**config.mk**
```make
export PLATFORM = sky130hd
export DESIGN_NAME = conv_ctrl_regs
export DESIGN_NICKNAME = d
export VERILOG_FILES = /design/src/rtl/conv_ctrl_pkg.sv /design/src/rtl/serial_reg_target.sv /design/src/rtl/conv_ctrl_regs.sv
export SDC_FILE = /design/constraint.sdc
export NUM_CORES = 1
export LEC_CHECK = 0
export BUFFER_PORTS_ARGS = -buffer_cell sky130_fd_sc_hd__buf_2
export CORE_AREA = 10 10 184 134
export CTS_BUF_LIST = sky130_fd_sc_hd__clkbuf_4
export CTS_CLUSTER_SIZE = 16
export DETAILED_ROUTE_END_ITERATION = 8
export DIE_AREA = 0 0 194 144
export PLACE_DENSITY = 0.53
export SETUP_SLACK_MARGIN = 0.05
export SLEW_MARGIN = 40
export SYNTH_ARGS = -nofsm -noshare
export SYNTH_HDL_FRONTEND = slang
export SYNTH_HIERARCHICAL = 1
export SYNTH_SLANG_ARGS = --single-unit
```
**constraint.sdc**
```tcl
create_clock -name CLK_SYS -period 3.4 [get_ports CLK_SYS]
set_clock_uncertainty 0.1 [all_clocks]
set_input_delay 0.51 -clock CLK_SYS [delete_from_list [all_inputs] [get_ports CLK_SYS]]
set_output_delay 0.51 -clock CLK_SYS [all_outputs]
set_load 0.005 [all_outputs]
```
**src/rtl/conv_ctrl_pkg.sv**
```systemverilog
// constants and types of the converter control register bank
package conv_ctrl_pkg;

    // ----------------------------------------
    // register addresses
    // ----------------------------------------
    localparam logic [7:0] ADDR_MODE = 8'h04;
    localparam logic [7:0] ADDR_TAKEOVER = 8'h05;
    localparam logic [7:0] ADDR_CORE = 8'h06;
    localparam logic [7:0] ADDR_SLEW = 8'h07;
    localparam logic [7:0] ADDR_REGV = 8'h08;

    // serial target address, value arbitrary
    localparam logic [6:0] DEV_ADDR = 7'h48;

    // ----------------------------------------
    // field positions
    // ----------------------------------------
    localparam int GO_BIT = 7;
    localparam int ADJ_BIT = 6;
    localparam int RIPPLE_BIT = 3;
    localparam int SECOND_REG_LSB = 4;
    localparam int FIRST_REG_LSB = 0;

    // ----------------------------------------
    // reset values
    // ----------------------------------------
    localparam logic [7:0] MODE_RESET = 8'hB1;
    localparam logic [7:0] TAKEOVER_RESET = 8'h40;
    localparam logic [2:0] SLEW_RESET = 3'h6;
    localparam logic [2:0] SLEW_IMMEDIATE = 3'h7;
    localparam logic [4:0] CORE_DEF_LOW = 5'h14;
    localparam logic [4:0] CORE_DEF_HIGH = 5'h1E;
    // regulator defaults indexed by {strap_b, strap_a}
    localparam logic [3:0][7:0] REGV_DEFAULTS = {
        8'h77, 8'h66, 8'h44, 8'h11
    };

    // ----------------------------------------
    // timing
    // ----------------------------------------
    localparam int STEP_UV = 25000;
    localparam int BASE_RATE_UV_PER_US = 225;
    localparam int CLK_MHZ = 250;
    localparam logic [14:0] SLEW_STEP_CYCLES = 15'(
        (STEP_UV * CLK_MHZ + BASE_RATE_UV_PER_US - 1) / BASE_RATE_UV_PER_US);

    // ----------------------------------------
    // serial target states
    // ----------------------------------------
    typedef enum logic [2:0] {
        ST_IDLE, ST_ADDR, ST_PTR, ST_WDATA, ST_RDATA, ST_ACK, ST_MACK
    } serial_state_type;

endpackage

```
**src/rtl/serial_reg_target.sv**
```systemverilog
// two-wire serial target giving register reads and writes
`timescale 1ns/100ps
module serial_reg_target
    import conv_ctrl_pkg::*;
(
    input wire logic clk,
    input wire logic rst,
    input wire logic ce,
    input wire logic scl_pin,
    input wire logic sda_pin,
    output logic sda_oe,
    output logic wr_stb,
    output logic [7:0] wr_addr,
    output logic [7:0] wr_data,
    output logic [7:0] rd_addr,
    input wire logic [7:0] rd_data
);

    // ----------------------------------------
    // pin filters
    // ----------------------------------------
    logic [1:0] raw;
    logic [1:0] filt;
    assign raw = {scl_pin, sda_pin};

    genvar g;
    generate
        for (g = 0; g < 2; g++) begin : g_sync
            logic s1;
            logic s2;
            logic s3;
            logic f;
            always_ff @(posedge clk) begin
                if (rst) begin
                    s1 <= 1'b1;
                    s2 <= 1'b1;
                    s3 <= 1'b1;
                    f <= 1'b1;
                end else if (ce) begin
                    s1 <= raw[g];
                    s2 <= s1;
                    s3 <= s2;
                    f <= (s2 == s3) ? s3 : f;
                end
            end
            assign filt[g] = f;
        end
    endgenerate

    // ----------------------------------------
    // bus events
    // ----------------------------------------
    logic scl_q;
    logic sda_q;
    serial_state_type state;
    serial_state_type after_ack;
    logic [7:0] shreg;
    logic [7:0] ptr;
    logic [3:0] bit_cnt;

    wire scl = filt[1];
    wire sda = filt[0];
    wire scl_rise = scl & ~scl_q;
    wire scl_fall = ~scl & scl_q;
    wire start = scl & scl_q & sda_q & ~sda;
    wire stop = scl & scl_q & ~sda_q & sda;
    wire byte_in = scl_fall && (bit_cnt == 4'h8);
    wire addr_hit = shreg[7:1] == DEV_ADDR;
    wire load_rd = scl_fall && ((state == ST_ACK && after_ack == ST_RDATA)
        || state == ST_MACK);

    assign rd_addr = ptr;

    // ----------------------------------------
    // transfer engine
    // ----------------------------------------
    always_ff @(posedge clk) begin
        if (rst) begin
            scl_q <= 1'b1;
            sda_q <= 1'b1;
            state <= ST_IDLE;
            after_ack <= ST_IDLE;
            shreg <= 8'h00;
            ptr <= 8'h00;
            bit_cnt <= 4'h0;
            sda_oe <= 1'b0;
            wr_stb <= 1'b0;
            wr_addr <= 8'h00;
            wr_data <= 8'h00;
        end else if (ce) begin
            scl_q <= scl;
            sda_q <= sda;
            wr_stb <= 1'b0;
            if (start) begin
                state <= ST_ADDR;
                bit_cnt <= 4'h0;
                sda_oe <= 1'b0;
            end else if (stop) begin
                state <= ST_IDLE;
                sda_oe <= 1'b0;
            end else if (load_rd) begin
                state <= ST_RDATA;
                shreg <= {rd_data[6:0], 1'b0};
                sda_oe <= ~rd_data[7];
                bit_cnt <= 4'h1;
                ptr <= ptr + 8'h01;
            end else begin
                case (state)
                    ST_ADDR, ST_PTR, ST_WDATA: begin
                        if (scl_rise) begin
                            shreg <= {shreg[6:0], sda};
                            bit_cnt <= bit_cnt + 4'h1;
                        end else if (byte_in) begin
                            bit_cnt <= 4'h0;
                            state <= ST_ACK;
                            sda_oe <= 1'b1;
                            if (state == ST_ADDR) begin
                                after_ack <= shreg[0] ? ST_RDATA : ST_PTR;
                                if (!addr_hit) begin
                                    state <= ST_IDLE;
                                    sda_oe <= 1'b0;
                                end
                            end else if (state == ST_PTR) begin
                                ptr <= shreg;
                                after_ack <= ST_WDATA;
                            end else begin
                                wr_stb <= 1'b1;
                                wr_addr <= ptr;
                                wr_data <= shreg;
                                ptr <= ptr + 8'h01;
                                after_ack <= ST_WDATA;
                            end
                        end
                    end
                    ST_ACK: begin
                        if (scl_fall) begin
                            sda_oe <= 1'b0;
                            state <= after_ack;
                        end
                    end
                    ST_RDATA: begin
                        if (scl_fall) begin
                            if (bit_cnt == 4'h8) begin
                                sda_oe <= 1'b0;
                                state <= ST_MACK;
                            end else begin
                                sda_oe <= ~shreg[7];
                                shreg <= {shreg[6:0], 1'b0};
                                bit_cnt <= bit_cnt + 4'h1;
                            end
                        end
                    end
                    ST_MACK: begin
                        if (scl_rise && sda) begin
                            state <= ST_IDLE;
                        end
                    end
                    default: begin
                        state <= ST_IDLE;
                    end
                endcase
            end
        end
    end

endmodule

```
**src/rtl/conv_ctrl_regs.sv**
```systemverilog
// converter control register bank behind the serial interface
`timescale 1ns/100ps
module conv_ctrl_regs
    import conv_ctrl_pkg::*;
#(
    parameter logic [14:0] STEP_CYCLES = SLEW_STEP_CYCLES
) (
    input wire logic CLK_SYS,
    input wire logic RST,
    input wire logic CE,
    input wire logic SCL_IN,
    input wire logic SDA_IN,
    output logic SDA_OUT,
    output logic SDA_OE,
    input wire logic UNDERVOLTAGE_LOCKOUT,
    input wire logic WARM_RESET_PIN_N,
    input wire logic POWER_ON_RESET_OUTPUT,
    input wire logic BACKUP_SUPPLY_LOW,
    input wire logic CORE_DEFAULT_STRAP_PIN,
    input wire logic REG_DEFAULT_STRAP_A,
    input wire logic REG_DEFAULT_STRAP_B,
    input wire logic [2:0] CONVERTER_ENABLED,
    output logic [2:0] FORCED_FIXED_FREQ_BIT,
    output logic LOW_RIPPLE,
    output logic [1:0] SYSTEM_PHASE,
    output logic [1:0] MEMORY_PHASE,
    output logic [2:0] DISCHARGE_ACTIVE,
    output logic CORE_FROM_PIN,
    output logic [4:0] CORE_CODE,
    output logic TRANSITION_BUSY,
    output logic [2:0] FIRST_REG_CODE,
    output logic [2:0] SECOND_REG_CODE
);

    // ----------------------------------------
    // pin synchronisers
    // ----------------------------------------
    localparam int NPIN = 7;
    logic [NPIN-1:0] pin_raw;
    logic [NPIN-1:0] pin;
    assign pin_raw = {REG_DEFAULT_STRAP_B, REG_DEFAULT_STRAP_A,
        CORE_DEFAULT_STRAP_PIN, BACKUP_SUPPLY_LOW, POWER_ON_RESET_OUTPUT,
        WARM_RESET_PIN_N, UNDERVOLTAGE_LOCKOUT};

    genvar g;
    generate
        for (g = 0; g < NPIN; g++) begin : g_pin
            logic s1;
            logic s2;
            logic s3;
            logic f;
            always_ff @(posedge CLK_SYS) begin
                if (RST) begin
                    s1 <= 1'b0;
                    s2 <= 1'b0;
                    s3 <= 1'b0;
                    f <= 1'b0;
                end else if (CE) begin
                    s1 <= pin_raw[g];
                    s2 <= s1;
                    s3 <= s2;
                    f <= (s2 == s3) ? s3 : f;
                end
            end
            assign pin[g] = f;
        end
    endgenerate

    // ----------------------------------------
    // register access port
    // ----------------------------------------
    logic wr_stb;
    logic [7:0] wr_addr;
    logic [7:0] wr_data;
    logic [7:0] rd_addr;
    logic [7:0] rd_data;

    serial_reg_target u_target (
        .clk(CLK_SYS),
        .rst(RST),
        .ce(CE),
        .scl_pin(SCL_IN),
        .sda_pin(SDA_IN),
        .sda_oe(SDA_OE),
        .wr_stb(wr_stb),
        .wr_addr(wr_addr),
        .wr_data(wr_data),
        .rd_addr(rd_addr),
        .rd_data(rd_data)
    );

    assign SDA_OUT = 1'b0;

    // ----------------------------------------
    // register state
    // ----------------------------------------
    logic [7:0] converter_mode_reg;
    logic go;
    logic core_adj;
    logic [2:0] discharge_sel;
    logic [4:0] core_voltage_code_reg;
    logic [2:0] core_slew_reg;
    logic [2:0] first_reg_code;
    logic [2:0] second_reg_code;
    logic [4:0] cur_code;
    logic [14:0] step_cnt;

    // ----------------------------------------
    // decode
    // ----------------------------------------
    wire undervoltage_lockout = pin[0];
    wire core_evt = pin[0] | ~pin[1] | pin[2] | pin[3];
    wire [4:0] core_def = pin[4] ? CORE_DEF_HIGH : CORE_DEF_LOW;
    wire [7:0] regv_def = REGV_DEFAULTS[{pin[6], pin[5]}];
    wire wr_mode = wr_stb && (wr_addr == ADDR_MODE);
    wire wr_take = wr_stb && (wr_addr == ADDR_TAKEOVER);
    wire wr_core = wr_stb && (wr_addr == ADDR_CORE);
    wire wr_slew = wr_stb && (wr_addr == ADDR_SLEW);
    wire wr_regv = wr_stb && (wr_addr == ADDR_REGV);
    wire launch = wr_take && wr_data[GO_BIT];
    wire at_target = cur_code == core_voltage_code_reg;
    wire immediate = core_slew_reg == SLEW_IMMEDIATE;
    wire [14:0] interval = STEP_CYCLES >> core_slew_reg;
    wire step_due = step_cnt >= (interval - 15'd1);
    wire [7:0] take_rd = {go, core_adj, 3'b000, discharge_sel};
    wire [7:0] core_rd = {3'b000, core_voltage_code_reg};
    wire [7:0] slew_rd = {5'b00000, core_slew_reg};
    wire [7:0] regv_rd = {1'b0, second_reg_code, 1'b0, first_reg_code};

    // ----------------------------------------
    // read mux
    // ----------------------------------------
    assign rd_data = (rd_addr == ADDR_MODE) ? converter_mode_reg :
        (rd_addr == ADDR_TAKEOVER) ? take_rd :
        (rd_addr == ADDR_CORE) ? core_rd :
        (rd_addr == ADDR_SLEW) ? slew_rd :
        (rd_addr == ADDR_REGV) ? regv_rd : 8'h00;

    // ----------------------------------------
    // mode and discharge controls
    // ----------------------------------------
    always_ff @(posedge CLK_SYS) begin
        if (RST) begin
            converter_mode_reg <= MODE_RESET;
            discharge_sel <= TAKEOVER_RESET[2:0];
        end else if (CE) begin
            if (undervoltage_lockout) begin
                converter_mode_reg <= MODE_RESET;
                discharge_sel <= TAKEOVER_RESET[2:0];
            end else begin
                if (wr_mode) begin
                    converter_mode_reg <= wr_data;
                end
                if (wr_take) begin
                    discharge_sel <= wr_data[2:0];
                end
            end
        end
    end

    // ----------------------------------------
    // core select, code, slew, regulators
    // ----------------------------------------
    always_ff @(posedge CLK_SYS) begin
        if (RST) begin
            core_adj <= TAKEOVER_RESET[ADJ_BIT];
            core_voltage_code_reg <= CORE_DEF_LOW;
            core_slew_reg <= SLEW_RESET;
            first_reg_code <= REGV_DEFAULTS[0][2:0];
            second_reg_code <= REGV_DEFAULTS[0][6:4];
        end else if (CE) begin
            if (core_evt) begin
                core_adj <= TAKEOVER_RESET[ADJ_BIT];
                core_voltage_code_reg <= core_def;
            end else begin
                if (wr_take) begin
                    core_adj <= wr_data[ADJ_BIT];
                end
                if (wr_core) begin
                    core_voltage_code_reg <= wr_data[4:0];
                end
            end
            if (undervoltage_lockout) begin
                core_slew_reg <= SLEW_RESET;
                first_reg_code <= regv_def[2:0];
                second_reg_code <= regv_def[6:4];
            end else begin
                if (wr_slew) begin
                    core_slew_reg <= wr_data[2:0];
                end
                if (wr_regv) begin
                    // reserved bits 7 and 3 are not stored
                    first_reg_code <= wr_data[FIRST_REG_LSB +: 3];
                    second_reg_code <= wr_data[SECOND_REG_LSB +: 3];
                end
            end
        end
    end

    // ----------------------------------------
    // launch bit
    // ----------------------------------------
    always_ff @(posedge CLK_SYS) begin
        if (RST) begin
            go <= TAKEOVER_RESET[GO_BIT];
        end else if (CE) begin
            if (undervoltage_lockout) begin
                go <= 1'b0;
            end else if (launch) begin
                go <= 1'b1;
            end else if (go && at_target) begin
                go <= 1'b0;
            end
        end
    end

    // ----------------------------------------
    // voltage transition engine
    // ----------------------------------------
    always_ff @(posedge CLK_SYS) begin
        if (RST) begin
            cur_code <= CORE_DEF_LOW;
            step_cnt <= 15'd0;
        end else if (CE) begin
            if (core_evt) begin
                cur_code <= core_def;
                step_cnt <= 15'd0;
            end else if (go && !at_target) begin
                if (immediate) begin
                    cur_code <= core_voltage_code_reg;
                    step_cnt <= 15'd0;
                end else if (step_due) begin
                    step_cnt <= 15'd0;
                    if (cur_code < core_voltage_code_reg) begin
                        cur_code <= cur_code + 5'd1;
                    end else begin
                        cur_code <= cur_code - 5'd1;
                    end
                end else begin
                    step_cnt <= step_cnt + 15'd1;
                end
            end else begin
                step_cnt <= 15'd0;
            end
        end
    end

    // ----------------------------------------
    // outputs
    // ----------------------------------------
    always_ff @(posedge CLK_SYS) begin
        if (RST) begin
            FORCED_FIXED_FREQ_BIT <= MODE_RESET[2:0];
            LOW_RIPPLE <= MODE_RESET[RIPPLE_BIT];
            SYSTEM_PHASE <= MODE_RESET[7:6];
            MEMORY_PHASE <= MODE_RESET[5:4];
            DISCHARGE_ACTIVE <= 3'b000;
            CORE_FROM_PIN <= TAKEOVER_RESET[ADJ_BIT];
            CORE_CODE <= CORE_DEF_LOW;
            TRANSITION_BUSY <= 1'b0;
            FIRST_REG_CODE <= REGV_DEFAULTS[0][2:0];
            SECOND_REG_CODE <= REGV_DEFAULTS[0][6:4];
        end else if (CE) begin
            FORCED_FIXED_FREQ_BIT <= converter_mode_reg[2:0];
            LOW_RIPPLE <= converter_mode_reg[RIPPLE_BIT];
            SYSTEM_PHASE <= converter_mode_reg[7:6];
            MEMORY_PHASE <= converter_mode_reg[5:4];
            DISCHARGE_ACTIVE <= discharge_sel & ~CONVERTER_ENABLED;
            CORE_FROM_PIN <= core_adj;
            CORE_CODE <= cur_code;
            TRANSITION_BUSY <= go;
            FIRST_REG_CODE <= first_reg_code;
            SECOND_REG_CODE <= second_reg_code;
        end
    end

endmodule

```
* Word level (Yosys, flattened, before mapping)
Cells that the tools add are included.
** Word-level totals
- Register bits :: 153
- Logic and storage cells :: 286
** Operators by class
- Eq/ne operators :: 45
- Order comparisons :: 3
- Shift operators :: 1
- Bitwise logic cells :: 25
- $add $sub $neg :: 6
- Muxes and demuxes :: 86
- Reductions and logical operators :: 53
** Operator list (number)
- 8-bit two-way mux :: 14
- 8-bit by 3-bit == test with 1-bit output (second input constant) :: 8
- 3-bit two-way mux :: 21
- 15-bit two-way mux :: 4
- 5-bit two-way mux :: 7
- 4-bit two-way mux :: 8
- 2-bit AND reduction :: 16
- 7-bit two-way mux :: 4
- 7-bit AND reduction :: 4
- 5-bit by 1-bit != test with 1-bit output (second input constant) :: 5
- 1-bit two-way mux :: 23
- 2-bit nonzero test :: 9
- 8-bit binary-select mux with 2-bit select :: 1
- 8-bit by 4-bit == test with 1-bit output (second input constant) :: 2
- 8-bit case mux with 2 select lines :: 1
- 15-bit by 1-bit adder with 15-bit output (second input constant) :: 1
- 3-bit == test (second input constant) :: 5
- 15-bit >= comparator :: 1
- 15-bit by 3-bit >> shifter with 15-bit output (first input constant) :: 1
- 15-bit by 1-bit subtractor with 15-bit output (second input constant) :: 1
- 1-bit inverter :: 13
- 1-bit logical AND :: 12
- 3-bit case mux with 4 select lines :: 1
- 6-bit AND reduction :: 2
- other kinds (34) :: 55

* Logic depth before layout (Yosys ltp)
Gate-level depths: netlist of run 1.
- Depth after elaboration :: 10
- Mapped depth :: 15
- Mapped depth without buffers :: 13

* By module
The synthesis of run 1 kept the hierarchy.
** By module, submodules not included
- conv_ctrl_regs :: cells an instance 656, area each 5546.6 sq um, instances 1
- serial_reg_target :: cells an instance 314, area each 2742.6 sq um, instances 1

* Worst setup path before layout of run 1
Ideal clock, no wire load.
- Path type :: reg-to-reg
- Start point :: register core_slew_reg[1]
- End point :: register step_cnt[2]
- Arrival :: 3453 ps
- Stages on the path, launching flop included :: 16
- Path buffers :: 2
- Setup time :: 74 ps
- Slack :: -227 ps
- Clock period less this slack :: 3627 ps
- Path through :: dfxtp_1 -> inv_1 -> ha_1 -> clkbuf_1 -> nand2b_1 -> o22ai_1 -> nand2_1 -> or3_1 -> a311oi_1 -> ha_1 -> a211oi_1 -> o21bai_1 -> o21ai_0 -> clkbuf_1 -> nand4_1 -> o21ai_0
** On the way
- Longest elaborated chain between the ends :: 7
- Elaborated cells on any way between the ends :: 8
- Classes of those cells :: add/sub (1); order compare (1); eq/ne (1); shift (1); mux (4)
** RTL lines
- start: declaration :: RTL line conv_ctrl_regs.sv:102 : logic [2:0] core_slew_reg;
- start signal: assignment :: RTL line conv_ctrl_regs.sv:189 : core_slew_reg <= wr_data[2:0];
- 15-bit by 3-bit >> shifter with 15-bit output :: RTL line conv_ctrl_regs.sv:123 : wire [14:0] interval = STEP_CYCLES >> core_slew_reg;
- 15-bit by 1-bit subtractor with 15-bit output :: RTL line conv_ctrl_regs.sv:124 : wire step_due = step_cnt >= (interval - 15'd1);
- 15-bit >= comparator :: RTL line conv_ctrl_regs.sv:124
- 15-bit two-way mux :: RTL line conv_ctrl_regs.sv:232 : end else if (step_due) begin
- 15-bit two-way mux * :: RTL line conv_ctrl_regs.sv:229 : if (immediate) begin
- 15-bit two-way mux * :: RTL line conv_ctrl_regs.sv:228 : end else if (go && !at_target) begin
- 15-bit two-way mux * :: RTL line conv_ctrl_regs.sv:225 : if (core_evt) begin
- end signal: assignment :: RTL line conv_ctrl_regs.sv:240 : step_cnt <= step_cnt + 15'd1;
- end: declaration :: RTL line conv_ctrl_regs.sv:106 : logic [14:0] step_cnt;
Mark *: on every way between the ends. The rest lies on a longest branch, timed or not.
A chain may end at the register's enable or synchronous reset.

* Worst setup path in the final report of run 1
Same ends and word-level chain as after synthesis.

==> results of run 1 <==
## kinds of logic (layout without fill, tap and decap cells)
family | Yosys count | in the layout
buffers and inverters | 96 | 153
other | 1 | 2
flip-flops | 153 | 153
XOR/XNOR | 13 | 13
AO/OA/AOI/OAI | 213 | 213
adder cells (fa/ha/maj) | 37 | 37
AND/OR/NAND/NOR | 364 | 364
multiplexers | 93 | 93
## worst max path at each step
stage,end
after floorplan,cur_code[0]
after global placement,step_cnt[2]
after detailed placement,step_cnt[2]
after CTS,step_cnt[2]
after global routing,step_cnt[2]
final,step_cnt[2]
## worst min-delay path, cell delays in order
cell,delay [ns]
buf_2,0.07
mux2i_1,0.06
nor2_1,0.07
## timing repair
item	in CTS	in global routing
gates cloned	0	0
setup endpoints to repair	10	20
buffers inserted	0	6
resized for setup	4	43
pin swaps	1	14
hold buffers	1	0
endpoints found under the hold margin	1	0
## area by class of cell
class / instances / area [um^2] / area share (%)
diodes: 1 / 2.50 / 0.0264
repair buffers: 83 / 584 / 6.16
clock buffers: 19 / 143 / 1.50
inverters: 38 / 145 / 1.53
flip-flops and latches: 153 / 3070 / 32.4
clock inverters: 13 / 161 / 1.70
multi-input cells: 721 / 5020 / 53.0
well taps: 282 / 353 / 3.72
## cells in the final DEF (no fill, tap or decap), types with 8 or more instances in the layout
cell      count
nand2b_1     12
dfxtp_1     150
o211ai_1      8
nand3_1      21
a32oi_1       8
and3_1       10
buf_4        39
nor4b_1      15
nor3_1       13
nand4_1      10
a211oi_1     11
a21oi_1      58
o21ai_0      47
ha_1         30
inv_1        34
mux2i_1      90
nor2_1      108
buf_2        37
nand2_1      98
a21o_1       10
nor2b_1       9
clkbuf_4     19
## metrics by stage
stage          std cells  util [%]  setup slack (ns)  hold slack, ns
2_1_floorplan        970         -            0.0527           0.330
3_3_place_gp        1270      41.9             0.119           0.345
3_5_place_dp        1270      41.9           -0.0147           0.346
4_1_cts             1303      43.5            0.0635          0.0116
5_1_grt             1310      44.5            0.0219        -0.00266
6_report            1310      44.5             0.182          0.0369
## per-layer routing
metal  global-route usage, %  vias to the layer above
li1                        -                     3588
met4                    3.84                        0
met2                    20.7                      161
met3                    3.54                       18
met1                    24.9                     3284
met5                       0                        -
## synthesized netlist by cell type, drive strengths merged (11+ instances only)
cell type,n
a211oi,13
a21oi,60
buf,15
clkbuf,43
dfxtp,153
ha,36
inv,36
mux2i,90
nand2,99
nand2b,14
nand3,22
nor2,112
nor2b,11
nor3,15
nor4b,16
o21ai,50
## power breakdown
part           internal (W)  leakage [nW]  switching (W)
clock              0.000477         0.169       0.000764
combinational     0.0000535          2.38      0.0000983
sequential          0.00181          1.24     0.00000899
total               0.00234          3.78       0.000871
==> qor.txt, run 1 <==
DR iter-0 viols: 538
CP startpoint: core_slew_reg[1]
F_max: 311 MHz
Asr flop ratio synth: 0%
Met2 WL: 8780 um
Clk sinks: 153
DR WL/cell: 17.3 um
CP Cell Sequence: inv_4 > ha_4 > nand2b_4 > o22ai_2 > nand2_2 > or3_1 > a311oi_2 > ha_1 > nand4_1 > nor4_2 > a211oi_2 > buf_4 > buf_8 > a32oi_1 > o21ai_1
Die area: 0.0279 mm^2
Final Hold Viols: 0
Leak: 3.78 nW
DR top layer: met4
Cell family with most CP delay: simple AND/OR/NAND/NOR gates
GP Congestion: 0.859
Number of nets in the layout: 1066
FF-to-FF path depth: 15
Top cell type by total area after synthesis: dfxtp_1
Fill cell count: 2129
Synth Flop Type: dfxtp_1
CP startpoint kind: register
Distinct cells, synth: 83
Rel. slew slack: 44.9%
Min Tclk post-route: 3.22 ns
PnR Total Power: 0.00321 W
Critical Setup Path Class: reg -> reg
Max-cap violation count: 0
Worst Path Max Fanout: 10
Register bit total from synthesis: 153
TNS Setup: 0 ns
RSZ-0062 raised after global routing: yes
Reg2Reg Setup Slack: 0.18 ns
Cell Area, Synth: 0.00829 mm^2
R2R Path Start: core_slew_reg[1]
I/O Buffers: 39
Synth-to-Final Area Change: 14.4%
Worst-Skew Late Latency: 0.61 ns
Synth Net Count: 1022
Core footprint: 0.0213 mm^2
Post-Layout Inst Area: 0.00948 mm^2
WP depth: 15
Complex-gate fraction of the synthesized area: 17.2%
Worst path buffer plus inverter count: 3
Top cells by area, synth: dfxtp_1, mux2i_1, ha_1
Post-Route WL: 22600 um
Initial antenna violation count: 1
DRC Markers: 0
Share of cells above drive strength 1: 16.8%
Fin crit share: 94.6%
Hold depth: 3
Clock Tree Buf Depth: 2
Status: finished clean
WL met3: 1270 um
Die H: 144 um
Largest family of logic cells by synthesized area: simple AND/OR/NAND/NOR gates
Multiplexer share of the synthesized area: 11.3%
Min-delay src: UNDERVOLTAGE_LOCKOUT
I/O pin count: 41
Final setup vio count: 0
Top reg by flops: step_cnt
Number of global-route vias before repair: 6270
Starting Density: 38.9%
Post-Syn Instances: 970
Worst ir drop on vdd: 207 uV
Max H-tree Level: 4
Clock Tree Root: clkbuf_4
Clock-pin slew on the worst setup and hold paths: 0.15 ns
Worst Hold End: g_pin[0].s1
Synth warn: 6
Seq/Total Area, Yosys: 37.0%
Worst Path Arrival: 3.61 ns
Post-Syn Area per Cell: 8.55 um^2
Pins over their slew limit: 0
Adder-cell share of the synthesized area: 5.68%
Total number of vias: 7051
R2R Path End: step_cnt[2]
Dpl hpwl: 16200 um
Worst EP required: 3.79 ns
Routed Antenna Nets: 0
Dpl cell area: 0.00892 mm^2
Slowest CP cell: dfxtp_2
Num CTS Buffers: 17
Number of flops mapped to enable cells by yosys: 0
DRT Pass-1 Iters: 5
Die X: 194 um
Overflow after GRT: 0
Total track usage: 15.9%
TritonCTS clock tree: yes
Routed met1 length: 12400 um
First-pass GRT wire length: 36200 um
Post-Synth Simple-Gate Area: 22.8%
Worst hold path type: in -> reg
Worst-margin pin slew: 0.825 ns
Routed vias/inst: 5.38
Delay of the slowest critical-path stage: 0.40 ns
Largest net degree at the start of global routing: 50
Crit path capture type: register
Pwr Density: 339 mW/mm^2
Synth top area share: 37.0%
Synth Area in XOR/XNOR: 1.37%
Largest register FFs: 15
Num rows: 45
(Power assumes the default switching activity.)
==> run 2: changes to the inputs <==
- CTS_BUF_LIST: sky130_fd_sc_hd__clkbuf_4 -> unset
- CTS_CLUSTER_DIAMETER: unset -> 200
==> run 2 against run 1 <==
Effect of this change: clock power increased by 57%; core utilization up 1.3 points; worst hold slack better by 0.16 ns; die area stayed put; power up 22%.
==> qor.txt, run 2 (synthesis results as in run 1) <==
FF+latch area: 0.00307 mm^2 (unchanged)
Die H: 144 um (unchanged)
DR WL/cell: 17.4 um (was 17.3 um)
Reg2Reg Setup Slack: 0.18 ns (about the same)
Hold buffers post-CTS: 0 (was 1)
Fill cell count: 2092 (was 2129)
Leak: 3.90 nW (was 3.78 nW)
Max-cap violation count: 0 (unchanged)
DRC Markers: 0 (unchanged)
Final setup vio count: 0 (unchanged)
Die area: 0.0279 mm^2 (unchanged)
CP startpoint kind: register (unchanged)
DR iter-0 viols: 549 (was 538)
Final Util: 45.8% (was 44.5%)
Overflow after GRT: 0 (unchanged)
Num CTS Buffers: 17 (unchanged)
Routed Antenna Nets: 0 (unchanged)
GP Congestion: 0.859 (unchanged)
Crit path capture type: register (unchanged)
Critical Setup Path Class: reg -> reg (unchanged)
Num rows: 45 (unchanged)
Hold depth: 3 (unchanged)
Dpl hpwl: 16200 um (unchanged)
Worst ir drop on vdd: 320 uV (was 207 uV)
I/O pin count: 41 (unchanged)
Clock Tree Buf Depth: 2 (unchanged)
Min-delay src: SCL_IN (was UNDERVOLTAGE_LOCKOUT)
Rel. slew slack: 43.9% (was 44.9%)
Worst Hold End: u_target/g_sync[1].s1 (was g_pin[0].s1)
Clk sinks: 153 (unchanged)
I/O Buffers: 39 (unchanged)
Initial antenna violation count: 0 (was 1)
Clock Tree Root: clkbuf_16 (was clkbuf_4)
Worst Path Arrival: 3.44 ns (was 3.61 ns)
Largest register FFs: 15 (unchanged)
Fin crit share: 94.8% (was 94.6%)
Number of nets in the layout: 1065 (was 1066)
Antenna diodes: 0 (was 1)
Worst-margin pin slew: 0.840 ns (was 0.825 ns)
Number of global-route vias before repair: 6322 (was 6270)
PnR Total Power: 0.00392 W (was 0.00321 W)
Total track usage: 16.1% (was 15.9%)
Routed vias/inst: 5.42 (was 5.38)
Worst EP required: 3.62 ns (was 3.79 ns)
First-pass GRT wire length: 36500 um (was 36200 um)
Final Hold Viols: 0 (unchanged)
Max H-tree Level: 4 (unchanged)
FF-to-FF path depth: 15 (unchanged)
Most common cell after layout, fill and taps aside: dfxtp_1 (unchanged)
Min Tclk post-route: 3.22 ns (about the same)
Multi-input logic area: 0.00502 mm^2 (unchanged)
Worst-Skew Late Latency: 0.44 ns (was 0.61 ns)
Starting Density: 38.9% (unchanged)
Core footprint: 0.0213 mm^2 (unchanged)
Largest net degree at the start of global routing: 50 (unchanged)
Worst hold path type: in -> reg (unchanged)
Synth-to-Final Area Change: 17.7% (was 14.4%)
Share of cells above drive strength 1: 16.7% (was 16.8%)
TritonCTS clock tree: yes (unchanged)
R2R Path End: step_cnt[2] (unchanged)
R2R Path Start: core_slew_reg[1] (unchanged)
Top reg by flops: step_cnt (unchanged)
Worst Path Max Fanout: 10 (unchanged)
Die X: 194 um (unchanged)
Most frequent cells in the layout: dfxtp_1, nor2_1, nand2_1 (unchanged)
Pins over their slew limit: 0 (unchanged)
TNS Setup: 0 ns (unchanged)
Status: finished clean (unchanged)
Total number of vias: 7086 (was 7051)
DRT Pass-1 Iters: 5 (unchanged)
Post-Route WL: 22800 um (was 22600 um)
Clock-pin slew on the worst setup and hold paths: 0.07 ns (was 0.15 ns)
RSZ-0062 raised after global routing: yes (unchanged)
Pwr Density: 401 mW/mm^2 (was 339 mW/mm^2)
F_max: 310 MHz (was 311 MHz)
run 2: worst max-delay path by stage:
| stage | start | slack (ns) | endpoint |
|---|---|---|---|
| finish | core_slew_reg[1] | 0.18 | step_cnt[2] |
| global route | core_slew_reg[1] | 0.03 | step_cnt[2] |
| CTS | core_slew_reg[1] | 0.07 | step_cnt[13] |
| detailed placement | core_slew_reg[1] | -0.01 | step_cnt[2] |
| global placement | core_slew_reg[1] | 0.12 | step_cnt[2] |
| floorplan | core_slew_reg[0] | 0.05 | cur_code[0] |
run 2: power by group:
part | leakage (nW) | switching [W] | internal, W
Sequential | 1.24 | 0.00000908 | 0.00181
Clock | 0.293 | 0.000843 | 0.00111
Combinational | 2.38 | 0.0000986 | 0.0000527
Total | 3.90 | 0.000951 | 0.00296
run 2: metrics by stage:
stage	instance area, um^2	setup slack [ns]	cells	hold WS [ns]
4_1_cts	9530	0.0699	1302	0.182
3_3_place_gp	8920	0.119	1270	0.345
6_report	9760	0.177	1308	0.202
5_1_grt	9760	0.0315	1308	0.201
3_5_place_dp	8920	-0.0147	1270	0.346
2_1_floorplan	8300	0.0527	970	0.330
run 2: worst max-delay path, stage by stage, from the launching register on:
cell and delay (ns):
dfxtp_2 0.37, inv_4 0.06, ha_4 0.30, nand2b_4 0.06
o22ai_2 0.12, nand2_2 0.09, or3_1 0.32, a311oi_2 0.30
ha_1 0.20, nand4_1 0.19, nor4_2 0.33, a211oi_2 0.09
buf_4 0.17, buf_8 0.14, a32oi_1 0.18, o21ai_1 0.08
run 2: cell type report:
| type | instances | area share (%) |
|---|---|---|
| inverters | 38 | 1.49 |
| multi-input cells | 721 | 51.5 |
| repair buffers | 82 | 5.89 |
| clock buffers | 19 | 4.44 |
| well taps | 282 | 3.62 |
| clock inverters | 13 | 1.65 |
| flip-flops and latches | 153 | 31.4 |
run 2: timing repair:
item,in CTS,in global routing
pin swaps,1,13
setup endpoints to repair,9,20
gates resized for setup,3,44
gates cloned,0,0
buffers inserted,0,6
run 2: routing by layer:
layer,vias up,GRT usage [%],routed length (um)
li1,3581,-,-
met1,3326,25.0,12400
met2,166,20.9,8910
met3,13,4.30,1300
met4,0,3.23,155
met5,-,0,0
==> run 3: changes to the inputs <==
- ABC_AREA: unset -> 1
==> run 3 against run 2 <==
Effect of this change: first-iteration DRC count is 34% higher; critical path depth rose by 7; synthesized area up 0.29%; sequential cell count is the same.
==> qor.txt, run 3 <==
I/O Buffers: 39 (unchanged)
Worst EP required: 3.63 ns (was 3.62 ns)
Dpl hpwl: 17500 um (was 16200 um)
Internal power: 0.00316 W (was 0.00296 W)
DR iter-0 viols: 736 (was 549)
Placed cell count: 1509 (was 1270)
Post-Syn Area per Cell: 6.83 um^2 (was 8.55 um^2)
PnR Total Power: 0.00476 W (was 0.00392 W)
FF-to-FF path depth: 22 (was 15)
Asr flop ratio synth: 0% (unchanged)
Pwr Density: 510 mW/mm^2 (was 401 mW/mm^2)
Fill cell count: 2246 (was 2092)
Starting Density: 39.1% (was 38.9%)
Most frequent cells after synthesis: nand2_1, nor2_1, dfxtp_1 (was dfxtp_1, nor2_1, nand2_1)
Synth Flop Type: dfxtp_1 (unchanged)
Clk sinks: 153 (unchanged)
Crit path capture type: register (unchanged)
Worst-margin pin slew: 0.803 ns (was 0.840 ns)
Met2 usage in global routing: 23.0% (was 20.9%)
I/O pin count: 41 (unchanged)
Register bit total from synthesis: 153 (unchanged)
Synth warn: 6 (unchanged)
Total number of vias: 7875 (was 7086)
Top reg by flops: step_cnt (unchanged)
Sequential Power Share: 42.6% (was 46.3%)
Synth top area share: 36.8% (was 37.0%)
Number of flops mapped to enable cells by yosys: 0 (unchanged)
Worst Path Arrival: 3.30 ns (was 3.44 ns)
GR peak layer: met1 (unchanged)
Fin crit share: 90.5% (was 94.8%)
Post-Syn Instances: 1218 (was 970)
Count leader, synth: nand2_1 (was dfxtp_1)
DRC Markers: 0 (unchanged)
Synth Net Count: 1270 (was 1022)
Post-Route WL: 24500 um (was 22800 um)
Routed Antenna Nets: 0 (unchanged)
Top cell type by total area after synthesis: dfxtp_1 (unchanged)
Top cells by area, synth: dfxtp_1, nand2_1, nor2_1 (was dfxtp_1, mux2i_1, ha_1)
TritonCTS clock tree: yes (unchanged)
First-pass GRT wire length: 39200 um (was 36500 um)
Status: finished clean (unchanged)
Met3 usage: 4.23% (was 4.30%)
DRT Pass-1 Iters: 6 (was 5)
Max H-tree Level: 4 (unchanged)
Min Tclk post-route: 3.08 ns (was 3.22 ns)
Rel. slew slack: 46.5% (was 43.9%)
Cell Area, Synth: 0.00831 mm^2 (was 0.00829 mm^2)
Num rows: 45 (unchanged)
Comb pwr share: 18.3% (was 3.9%)
Worst ir drop on vdd: 369 uV (was 320 uV)
Num CTS Buffers: 17 (unchanged)
Routed vias/inst: 5.11 (was 5.42)
Largest register FFs: 15 (unchanged)
Largest net degree at the start of global routing: 66 (was 50)
Number of nets in the layout: 1299 (was 1065)
Hold depth: 3 (unchanged)
Distinct cells, synth: 49 (was 83)
NetSw: 0.00160 W (was 0.000951 W)
Clock Tree Root: clkbuf_16 (unchanged)
Max-cap violation count: 0 (unchanged)
Antenna diodes: 0 (unchanged)
Sw Share: 33.7% (was 24.3%)
Die X: 194 um (unchanged)
Number of global-route vias before repair: 6922 (was 6322)
Die H: 144 um (unchanged)
Most common cell after layout, fill and taps aside: nand2_1 (was dfxtp_1)
GP Congestion: 0.889 (was 0.859)
Critical Setup Path Class: reg -> reg (unchanged)
Core footprint: 0.0213 mm^2 (unchanged)
Pins over their slew limit: 0 (unchanged)
Worst-Skew Late Latency: 0.43 ns (was 0.44 ns)
GR Layer Usage met1: 26.6% (was 25.0%)
Worst Path Max Fanout: 9 (was 10)
Overflow after GRT: 0 (unchanged)
Final Hold Viols: 0 (unchanged)
Post-route insts no fill: 1542 (was 1308)
RSZ-0062 raised after global routing: no (was yes)
Most frequent cells in the layout: nand2_1, nor2_1, dfxtp_1 (was dfxtp_1, nor2_1, nand2_1)
Seq/Total Area, Yosys: 36.8% (was 37.0%)
Total track usage: 17.4% (was 16.1%)
Die area: 0.0279 mm^2 (unchanged)
DR WL/cell: 15.9 um (was 17.4 um)
Clock-pin slew on the worst setup and hold paths: 0.07 ns (about the same)
Initial antenna violation count: 0 (unchanged)
Worst hold path type: in -> reg (unchanged)
Share of cells above drive strength 1: 11.7% (was 16.7%)
Clock Tree Buf Depth: 2 (unchanged)
F_max: 325 MHz (was 310 MHz)
TNS Setup: 0 ns (unchanged)
Synth-to-Final Area Change: 12.3% (was 17.7%)
Final setup vio count: 0 (unchanged)
Clock Power Share: 39.1% (was 49.8%)
Leak: 4.12 nW (was 3.90 nW)
CP startpoint kind: register (unchanged)
run 3: worst paths after layout:
path                startpoint         endpoint  slack (ns)
min          BACKUP_SUPPLY_LOW      g_pin[3].s1        0.20
max           core_slew_reg[0]      cur_code[1]        0.32
max reg2reg   core_slew_reg[0]      cur_code[1]        0.32
min reg2reg    MEMORY_PHASE[0]  MEMORY_PHASE[0]        0.36
run 3: repair_timing:
item                       in CTS  in global routing
setup endpoints to repair       0                 17
hold buffers                    0                  0
resized for setup               0                  3
buffers inserted                0                  1
run 3: critical path: stages (launching register included):
cell and delay, ns:
dfxtp_1 0.31, buf_4 0.16, ha_1 0.23, nand2_1 0.09, nand2_1 0.06, inv_2 0.07
nand3_2 0.06, a21oi_2 0.16, nand2_2 0.08, nor2_2 0.10, nand2_1 0.08, o22ai_1 0.15
ha_1 0.27, nand2_1 0.11, inv_2 0.03, nand2_1 0.05, nand2_1 0.07, a21oi_1 0.19
nand4_2 0.23, nand3_4 0.16, nand2_1 0.07, nand2_1 0.07, nor2_1 0.05
run 3: per-layer routing:
metal  wire [um]  vias up
met3        1750       20
met4         274        0
met2        9210      228
li1            -     4062
met1       13300     3565
met5           0        -
run 3: cells by family after synthesis:
family                   synth area share [%]
adder cells (fa/ha/maj)                  5.66
buffers and inverters                    8.65
AND/OR/NAND/NOR                          32.0
XOR/XNOR                                 1.48
flip-flops                               36.8
other                                  0.0451
AO/OA/AOI/OAI                            15.3
run 3: final cells by class:
cell class | count | area (um^2) | area share, %
inverter | 126 | 475 | 5.10
clock buffer | 17 | 425 | 4.56
clock inverter | 15 | 134 | 1.43
tap | 282 | 353 | 3.78
sequential | 153 | 3060 | 32.8
multi-input combinational | 893 | 4550 | 48.7
timing repair buffer | 56 | 333 | 3.57
run 3: stage by stage:
stage | utilization, % | instance area (um^2) | hold slack (ns) | setup WS, ns
2_1_floorplan | - | 8310 | 0.329 | 0.579
3_3_place_gp | 41.0 | 8730 | 0.338 | 0.167
3_5_place_dp | 41.0 | 8730 | 0.340 | 0.116
4_1_cts | 43.7 | 9290 | 0.182 | 0.0754
5_1_grt | 43.8 | 9330 | 0.193 | 0.0520
6_report | 43.8 | 9330 | 0.196 | 0.321
run 3: power groups by stage:
stage               registers [W]  clock network, W  logic (W)
CTS                       0.00202           0.00190   0.000874
finish                    0.00203           0.00186   0.000872
floorplan                 0.00203                 0   0.000683
detailed placement        0.00206                 0   0.000868
global route              0.00204           0.00198    0.00102
global placement          0.00207                 0   0.000868
